`src/inc/pioc_map.svh`:
```
`ifndef PIOC_MAP_SVH
`define PIOC_MAP_SVH
`define PIOC_OFS_OWN_EN 8'h00
`define PIOC_OFS_OWN_DIS 8'h04
`define PIOC_OFS_OWN_STS 8'h08
`define PIOC_OFS_DIR_EN 8'h10
`define PIOC_OFS_DIR_DIS 8'h14
`define PIOC_OFS_DIR_STS 8'h18
`define PIOC_OFS_FLT_EN 8'h20
`define PIOC_OFS_FLT_DIS 8'h24
`define PIOC_OFS_FLT_STS 8'h28
`define PIOC_OFS_LVL_SET 8'h30
`define PIOC_OFS_LVL_CLR 8'h34
`define PIOC_OFS_LVL_STS 8'h38
`define PIOC_OFS_PIN_RD 8'h3C
`define PIOC_OFS_IRQ_EN 8'h40
`define PIOC_OFS_IRQ_DIS 8'h44
`define PIOC_OFS_IRQ_MASK 8'h48
`define PIOC_OFS_IRQ_STS 8'h4C
`define PIOC_OFS_OD_EN 8'h50
`define PIOC_OFS_OD_DIS 8'h54
`define PIOC_OFS_OD_STS 8'h58
`define PIOC_BASE_FIRST 32'hFFFEC000
`define PIOC_BASE_SECOND 32'hFFFF0000
`define PIOC_LINES_FIRST 32'h3FFFFFFF
`define PIOC_LINES_SECOND 32'h0FFFFFFF
`define PIOC_MUX_FIRST 32'h3FFFFFFF
`define PIOC_MUX_SECOND 32'h0FFE0007
`define PIOC_FILT_CYCLES 2
`endif

```
`src/inc/pioc_pkg.sv`:
```
package pioc_pkg;
   typedef logic [31:0] pioc_word_t;
   typedef struct packed {
      logic [2:0] sync;
      logic stable;
   } pioc_sync_t;
endpackage

```
`src/rtl/pioc_ctrl.sv`:
```
// The register offsets and the strobed register port were chosen for this implementation.
`timescale 1ns/10ps
`include "pioc_map.svh"
// What this block does
// two instances (30 and 28 lines) give 58 lines, each with one interrupt output
// after reset every pin is general-purpose input, driver off
// ownership enable/disable writes select owner; status shows it
// dedicated pins ignore ownership writes and read owner as one
// peripheral input reads zero while general-purpose owns the pin
// every line is bidirectional in general-purpose mode
// direction set/clear, readable, only matters under general-purpose control
// drive level set/clear, readable, drives the output pin
// general-purpose input pins are not driven
// peripheral-owned pins take level and drive from the peripheral
// pin readback gives synchronized pin levels, after the glitch filter where it is enabled
// per-pin glitch filter enable/disable, readable, in any ownership
// interrupt enable/disable set and clear the mask
// any change of a pin's synchronized, filtered level sets its status bit
// interrupt output is high when a status bit is unmasked
// reading interrupt status returns it and clears it
// 32-bit registers; undefined lines ignore writes, read zero
// open-drain pins only drive low
// open-drain enable/disable, readable, in any ownership
// software enables the controller clock before accessing it
// first instance bits 0..29 carry timer, interrupt, usart and spi
// registers sit at word offsets 0x00 to 0x58
// instances based at two fixed peripheral addresses
// second instance implements bits 0..27
// set and clear writes act only on bits written one
// change detection compares filtered sample with previous one
// filter passes a level after two stable cycles
module pioc_ctrl #(
   parameter logic [31:0] LINES = `PIOC_LINES_FIRST,
   parameter logic [31:0] MUXED = `PIOC_MUX_FIRST
) (
   input wire logic i_clk_sys,
   input wire logic i_rst_n,
   input wire logic [7:0] i_addr,
   input wire logic [31:0] i_wdata,
   input wire logic i_wr,
   input wire logic i_rd,
   output logic [31:0] o_rdata,
   input wire logic [31:0] i_pin,
   output logic [31:0] o_pin,
   output logic [31:0] o_pin_oe,
   input wire logic [31:0] i_per_out,
   input wire logic [31:0] i_per_oe,
   output logic [31:0] o_per_in,
   output logic o_irq
);
   typedef struct packed {
      pioc_pkg::pioc_word_t own;
      pioc_pkg::pioc_word_t dir;
      pioc_pkg::pioc_word_t flt;
      pioc_pkg::pioc_word_t lvl;
      pioc_pkg::pioc_word_t msk;
      pioc_pkg::pioc_word_t sts;
      pioc_pkg::pioc_word_t od;
      pioc_pkg::pioc_word_t prev;
      logic primed;
      pioc_pkg::pioc_word_t rdata;
      pioc_pkg::pioc_word_t pin;
      pioc_pkg::pioc_word_t oe;
      pioc_pkg::pioc_word_t per_in;
      logic irq;
   } pioc_state_t;
   pioc_state_t s_q, s_d;
   pioc_pkg::pioc_word_t lvl_in;
   pioc_pkg::pioc_word_t wmask;
   pioc_pkg::pioc_word_t change;
   pioc_pkg::pioc_word_t lvl_out;
   pioc_pkg::pioc_word_t drv_en;

   genvar g;
   generate
      for (g = 0; g < 32; g++) begin : g_line
         if (LINES[g]) begin : g_impl
            pioc_pin_filter u_flt (
               .i_clk_sys(i_clk_sys),
               .i_rst_n(i_rst_n),
               .i_pin(i_pin[g]),
               .i_filt_en(s_q.flt[g]),
               .o_level(lvl_in[g])
            );
         end else begin : g_none
            assign lvl_in[g] = 1'b0;
         end
      end
   endgenerate

   function automatic pioc_pkg::pioc_word_t set_clr(input pioc_pkg::pioc_word_t cur,
         input logic set, input logic clr, input pioc_pkg::pioc_word_t bits);
      pioc_pkg::pioc_word_t r;
      r = cur;
      if (set) begin
         r = cur | bits;
      end else if (clr) begin
         r = cur & ~bits;
      end
      return r;
   endfunction

   always_comb begin
      s_d = s_q;
      wmask = i_wdata & LINES;
      change = s_q.primed ? (lvl_in ^ s_q.prev) : 32'h0000_0000;
      s_d.prev = lvl_in;
      s_d.primed = 1'b1;
      // only muxed bits change owner
      s_d.own = set_clr(s_q.own, i_wr && i_addr == `PIOC_OFS_OWN_EN,
            i_wr && i_addr == `PIOC_OFS_OWN_DIS, wmask & MUXED);
      s_d.dir = set_clr(s_q.dir, i_wr && i_addr == `PIOC_OFS_DIR_EN,
            i_wr && i_addr == `PIOC_OFS_DIR_DIS, wmask);
      s_d.flt = set_clr(s_q.flt, i_wr && i_addr == `PIOC_OFS_FLT_EN,
            i_wr && i_addr == `PIOC_OFS_FLT_DIS, wmask);
      s_d.lvl = set_clr(s_q.lvl, i_wr && i_addr == `PIOC_OFS_LVL_SET,
            i_wr && i_addr == `PIOC_OFS_LVL_CLR, wmask);
      s_d.msk = set_clr(s_q.msk, i_wr && i_addr == `PIOC_OFS_IRQ_EN,
            i_wr && i_addr == `PIOC_OFS_IRQ_DIS, wmask);
      s_d.od = set_clr(s_q.od, i_wr && i_addr == `PIOC_OFS_OD_EN,
            i_wr && i_addr == `PIOC_OFS_OD_DIS, wmask);

      // offsets are relative to the instance base; decoding ignores the base
      s_d.rdata = 32'h0000_0000;
      if (i_rd) begin
         if (i_addr == `PIOC_OFS_OWN_STS) begin
            s_d.rdata = s_q.own;
         end else if (i_addr == `PIOC_OFS_DIR_STS) begin
            s_d.rdata = s_q.dir;
         end else if (i_addr == `PIOC_OFS_FLT_STS) begin
            s_d.rdata = s_q.flt;
         end else if (i_addr == `PIOC_OFS_LVL_STS) begin
            s_d.rdata = s_q.lvl;
         end else if (i_addr == `PIOC_OFS_PIN_RD) begin
            s_d.rdata = lvl_in;
         end else if (i_addr == `PIOC_OFS_IRQ_MASK) begin
            s_d.rdata = s_q.msk;
         end else if (i_addr == `PIOC_OFS_IRQ_STS) begin
            s_d.rdata = s_q.sts;
         end else if (i_addr == `PIOC_OFS_OD_STS) begin
            s_d.rdata = s_q.od;
         end
      end
      // a change arriving on the clearing read survives
      if (i_rd && i_addr == `PIOC_OFS_IRQ_STS) begin
         s_d.sts = change & LINES;
      end else begin
         s_d.sts = (s_q.sts | change) & LINES;
      end

      // owner picks source of level and enable
      lvl_out = (s_q.own & s_q.lvl) | (~s_q.own & i_per_out);
      drv_en = (s_q.own & s_q.dir) | (~s_q.own & i_per_oe);
      // open-drain drives only low
      s_d.oe = (drv_en & ~(s_q.od & lvl_out)) & LINES;
      s_d.pin = lvl_out & ~s_q.od & LINES;
      s_d.per_in = lvl_in & ~s_q.own & MUXED;
      s_d.irq = |(s_d.sts & s_q.msk);
   end

   always_ff @(posedge i_clk_sys or negedge i_rst_n) begin
      if (!i_rst_n) begin
         s_q <= '0;
         s_q.own <= LINES;
      end else begin
         s_q <= s_d;
      end
   end

   assign o_rdata = s_q.rdata;
   assign o_pin = s_q.pin;
   assign o_pin_oe = s_q.oe;
   assign o_per_in = s_q.per_in;
   assign o_irq = s_q.irq;
endmodule

```
`src/rtl/pioc_pin_filter.sv`:
```
`timescale 1ns/10ps
`include "pioc_map.svh"
module pioc_pin_filter (
   input wire logic i_clk_sys,
   input wire logic i_rst_n,
   input wire logic i_pin,
   input wire logic i_filt_en,
   output logic o_level
);
   typedef struct packed {
      logic [2:0] sync;
      logic cand;
      logic [1:0] cnt;
      logic level;
   } pioc_flt_t;
   pioc_flt_t s_q, s_d;
   logic agreed;
   always_comb begin
      s_d = s_q;
      s_d.sync = {s_q.sync[1:0], i_pin};
      // the first stage feeds only the second
      // until the second and third stages agree, the last agreed candidate value (cand) holds
      agreed = s_q.cand;
      if (s_q.sync[1] == s_q.sync[2]) begin
         agreed = s_q.sync[1];
      end
      if (!i_filt_en) begin
         s_d.level = agreed;
         s_d.cand = agreed;
         s_d.cnt = 2'h0;
      end else if (agreed != s_q.cand) begin
         s_d.cand = agreed;
         s_d.cnt = 2'h1;
      end else if (s_q.cnt < 2'(`PIOC_FILT_CYCLES)) begin
         s_d.cnt = s_q.cnt + 2'h1;
      end else begin
         s_d.level = s_q.cand;
      end
   end
   always_ff @(posedge i_clk_sys or negedge i_rst_n) begin
      if (!i_rst_n) begin
         s_q <= '0;
      end else begin
         s_q <= s_d;
      end
   end
   assign o_level = s_q.level;
endmodule

```
`config.mk`:
```
export PLATFORM = sky130hd
export DESIGN_NAME = pioc_ctrl
export DESIGN_NICKNAME = d
export VERILOG_FILES = /design/src/inc/pioc_pkg.sv /design/src/rtl/pioc_ctrl.sv /design/src/rtl/pioc_pin_filter.sv
export VERILOG_INCLUDE_DIRS = /design/src /design/src/inc
export SDC_FILE = /design/constraint.sdc
export NUM_CORES = 1
export LEC_CHECK = 0
export CELL_PAD_IN_SITES_DETAIL_PLACEMENT = 0
export CELL_PAD_IN_SITES_GLOBAL_PLACEMENT = 2
export CORE_MARGIN = 4
export CORE_UTILIZATION = 43
export CTS_BUF_LIST = sky130_fd_sc_hd__clkbuf_4
export CTS_CLUSTER_DIAMETER = 200
export DETAILED_ROUTE_END_ITERATION = 8
export DONT_BUFFER_PORTS = 1
export PLACE_DENSITY = 0.92
export SYNTH_ARGS = -nofsm -noshare
export SYNTH_HDL_FRONTEND = slang
export SYNTH_HIERARCHICAL = 1
export SYNTH_SLANG_ARGS = --single-unit
```
`constraint.sdc`:
```
create_clock -name i_clk_sys -period 2.05 [get_ports i_clk_sys]
set_input_delay 0.41 -clock i_clk_sys [delete_from_list [all_inputs] [get_ports i_clk_sys]]
set_output_delay 0.41 -clock i_clk_sys [all_outputs]
set_load 0.03 [all_outputs]
```
==> summary.txt <==
GRT
  • GRT overflow: 0
  • First-pass GRT wire length: 124 mm
  • Number of global-route vias before repair: 21657
  • Antenna violations before repair: 6
  • Pin count of the biggest net entering global routing: 573
  • Tot GR Track Use: 25.2%

Cells and area
  • Multi-input logic area: 0.00948 mm^2
  • Layout cell share with drive strength beyond 1: 15.4%
  • Seq. cell area: 0.0144 mm^2
  • Nets: 3018
  • Final core utilization: 54.4%
  • Post-route cell area: 0.0321 mm^2
  • Synthesis-to-layout area growth: 25.3%
  • Fill cells: 5155

Routing
  • Top sig layer: met5
  • Drt via density: 5.48
  • Post-route DRC: 0
  • Total Routed Length: 80.9 mm
  • Met2 routed WL: 38.8 mm
  • Drt wl/cell: 21.4 um
  • Via Count: 20669
  • Pre-antenna DRT Iters: 8
  • Iteration-0 DRC Markers: 1754
  • Post-route met1 wirelength: 33.1 mm
  • Met3 Wirelength: 6.26 mm
  • Remaining antenna violation count after routing: 0

Die
  • Die area: 0.0636 mm^2
  • Io pins: 269
  • Core box area: 0.0590 mm^2
  • Die Width: 252 um
  • Rows: 89
  • Initial Utilization: 43.5%
  • Die height: 252 um

STA
  • RSZ-0062 raised after global routing: no
  • Final Skew: 41.4 ps
  • Peak Freq: 0.496 GHz
  • Worst-Margin Slew: 2110 ps
  • Minimum clock period: 2020 ps
  • Final setup fails: 0
  • Slew headroom: -40.9%
  • Final hold viol count: 555
  • Tcrit/Tclk final: 98.3%
  • Final setup TNS: 0 ps
  • Minimum hold slack: -829 ps
  • Fin. max-slew vios: 270

CTS
  • Clk root buf: clkbuf_4
  • Hold_buf cts: 371
  • Clock-pin transition on the worst setup and hold timing paths: 70 ps
  • CTS Buf Count: 156
  • Clock Tree Buf Depth: 3
  • CTS HTree Levels: 4
  • Latest clock arrival within the worst-skew pair: 1000 ps
  • CTS sink cnt: 572
  • TritonCTS clock tree: yes

Synth
  • Synthesized area: 0.0257 mm^2
  • Ys flop type: dfrtp_1
  • Yosys reg bits: 572
  • Synthesis Warnings: 6
  • Synth async-reset ratio: 100%
  • Syn Area/Cell: 10.4 um^2
  • EDFF count, synth: 0
  • Post-synth cell types: 50
  • Register area share after synthesis: 55.9%
  • Synth Instances: 2470

Place
  • Buffers on Ports: 0
  • HPWL after DPL: 49.2 mm
  • Dpl cell area: 0.0262 mm^2
  • Final Wtd Congestion: 0.953

Worst setup path
  • Critical-path cell list: dlygate4sd3_1, nor3b_2, buf_4, nand2_1, dlygate4sd3_1, buf_4, a211oi_1, dlygate4sd3_1
  • Crit-path max cell delay: 570 ps
  • CP max FO: 10
  • Most frequent CP cell: dlygate4sd3_1
  • CP max-delay cell: dlygate4sd3_1
  • Delay-heaviest family, CP: buffers and inverters
  • Critical Path Source Type: input pin
  • Critical path capture point type: flip-flop
  • Worst setup path category: input pin to flip-flop
  • Critical path arrival: 2930 ps
  • Buf+Inv Stages, Crit Path: 5
  • Worst endpoint required time: 2960 ps

Run
  • Max-Cap Viols: 0

Min path
  • Hold crit path type: input pin to async pin

Power
  • Pwr/cell area: 802 mW/mm^2
  • VDD IR max: 0.537 mV
  • Leakage: 14.4 nW

Status
  • Failing checks: hold timing, slew limit
  • Run status: finished, violations left
-- path summary, 6_finish.rpt --
kind | endpoint | cells after the start | start | slack (ps)
worst max-delay path | o_rdata[28]$_DFF_PN0_ | 8 | i_addr[1] | 30
worst min-delay path | g_line[24].g_impl.u_flt/s_d[5]$_DFF_PN0_ | 0 | i_rst_n | -830
worst max register to register | o_rdata[9]$_DFF_PN0_ | 5 | flip-flop | 140
worst min register to register | g_line[29].g_impl.u_flt/s_d[6]$_DFF_PN0_ | 0 | g_line[29].g_impl.u_flt/s_d[5]$_DFF_PN0_ | 340
max in group asynchronous | o_rdata[14]$_DFF_PN0_ | 0 | i_rst_n | 1160
min in group i_clk_sys | o_rdata[10]$_DFF_PN0_ | 5 | i_addr[4] | 70
-- cells by family (layout without fill, tap and decap cells) --
kind of cell           after synthesis  in the layout  synth area share [%]
flip-flops                         572            572                  55.9
XOR/XNOR                            60             60                  2.05
buffers and inverters              380            900                  7.60
multiplexers                       178            178                  7.08
other                                2             13                0.0293
AND/OR/NAND/NOR                    686            686                  11.5
AO/OA/AOI/OAI                      592            592                  15.7
-- worst register-to-register path, delay by kind of cell (launching register included) --
kind,cells,cell delay (ps)
compound gates,3,640
simple gates,1,90
buf+inv,1,570
flops,1,460
-- metal layers --
layer / GRT usage, % / up-vias
met2: 41.2 / 796
met5: 0 / -
li1: - / 9304
met4: 10.3 / 2
met3: 7.07 / 185
met1: 32.0 / 10382
-- synth_stat cells (all sizes together) (50+ instances only) --
| library cell | instances | share of area, % |
|---|---|---|
| dfrtp | 542 | 53 |
| nand2 | 470 | 6.9 |
| o21ai | 216 | 4.2 |
| buf | 168 | 4.5 |
| inv | 154 | 2.3 |
| mux2i | 150 | 5.9 |
| nor2 | 97 | 1.4 |
| a21oi | 58 | 1.1 |
| clkbuf | 58 | 0.85 |
| a22oi | 57 | 1.7 |
| a221oi | 53 | 2.1 |
| o2bb2ai | 50 | 1.7 |
-- placed cells by master, fill, tap and decap left out, types with 18 or more instances in the layout --
cell type,instances
nor2b_1,30
dfrtp_1,527
mux2_2,28
o21ai_1,48
buf_4,83
nand3_1,18
inv_1,154
xor2_1,30
o2bb2ai_1,50
o22a_1,20
or3b_1,31
o21a_1,30
a21oi_1,58
o211ai_1,30
dlygate4sd3_1,361
nand2b_1,18
clkinv_1,21
mux2i_1,150
dfstp_2,30
a221oi_1,43
a22o_1,35
a22oi_1,57
xnor2_1,30
o21ai_0,168
nor2_1,91
clkbuf_4,235
nand2_1,470
-- report_power, final --
| group | internal (mW) | total, mW | switching, mW |
|---|---|---|---|
| clock network | 5.50 | 10.4 | 4.94 |
| registers | 12.0 | 12.9 | 0.916 |
| logic | 1.24 | 2.47 | 1.24 |
| total | 18.7 | 25.8 | 7.09 |
-- repair_timing --
| item | CTS | global route |
|---|---|---|
| pin swaps | 0 | 2 |
| endpoints found under the setup margin | 15 | 36 |
| hold endpoints to repair | 890 | 572 |
| setup buffers | 0 | 1 |
| cloned | 0 | 1 |
| resized for setup | 15 | 12 |
-- stage by stage --
stage                     power [mW]  hold slack (ps)  setup slack, ps  cells
after floorplan                 14.2              114              150   2477
after global placement          14.7              154             51.3   3121
after detailed placement        14.8              155             40.6   3121
after CTS                       26.0             -940            0.451   3769
after global routing            27.0             -920             2.45   3773
final                           25.8             -829             34.5   3774
-- area by class of cell --
class	count	area share [%]
Sequential cell	572	44.7
Multi-Input combinational cell	1525	29.5
Timing Repair Buffer	469	14.7
Clock buffer	235	5.49
Tap cell	773	3.01
Inverter	154	1.80
Clock inverter	42	0.798
Antenna cell	4	0.0312
(Power assumes the default switching activity.)
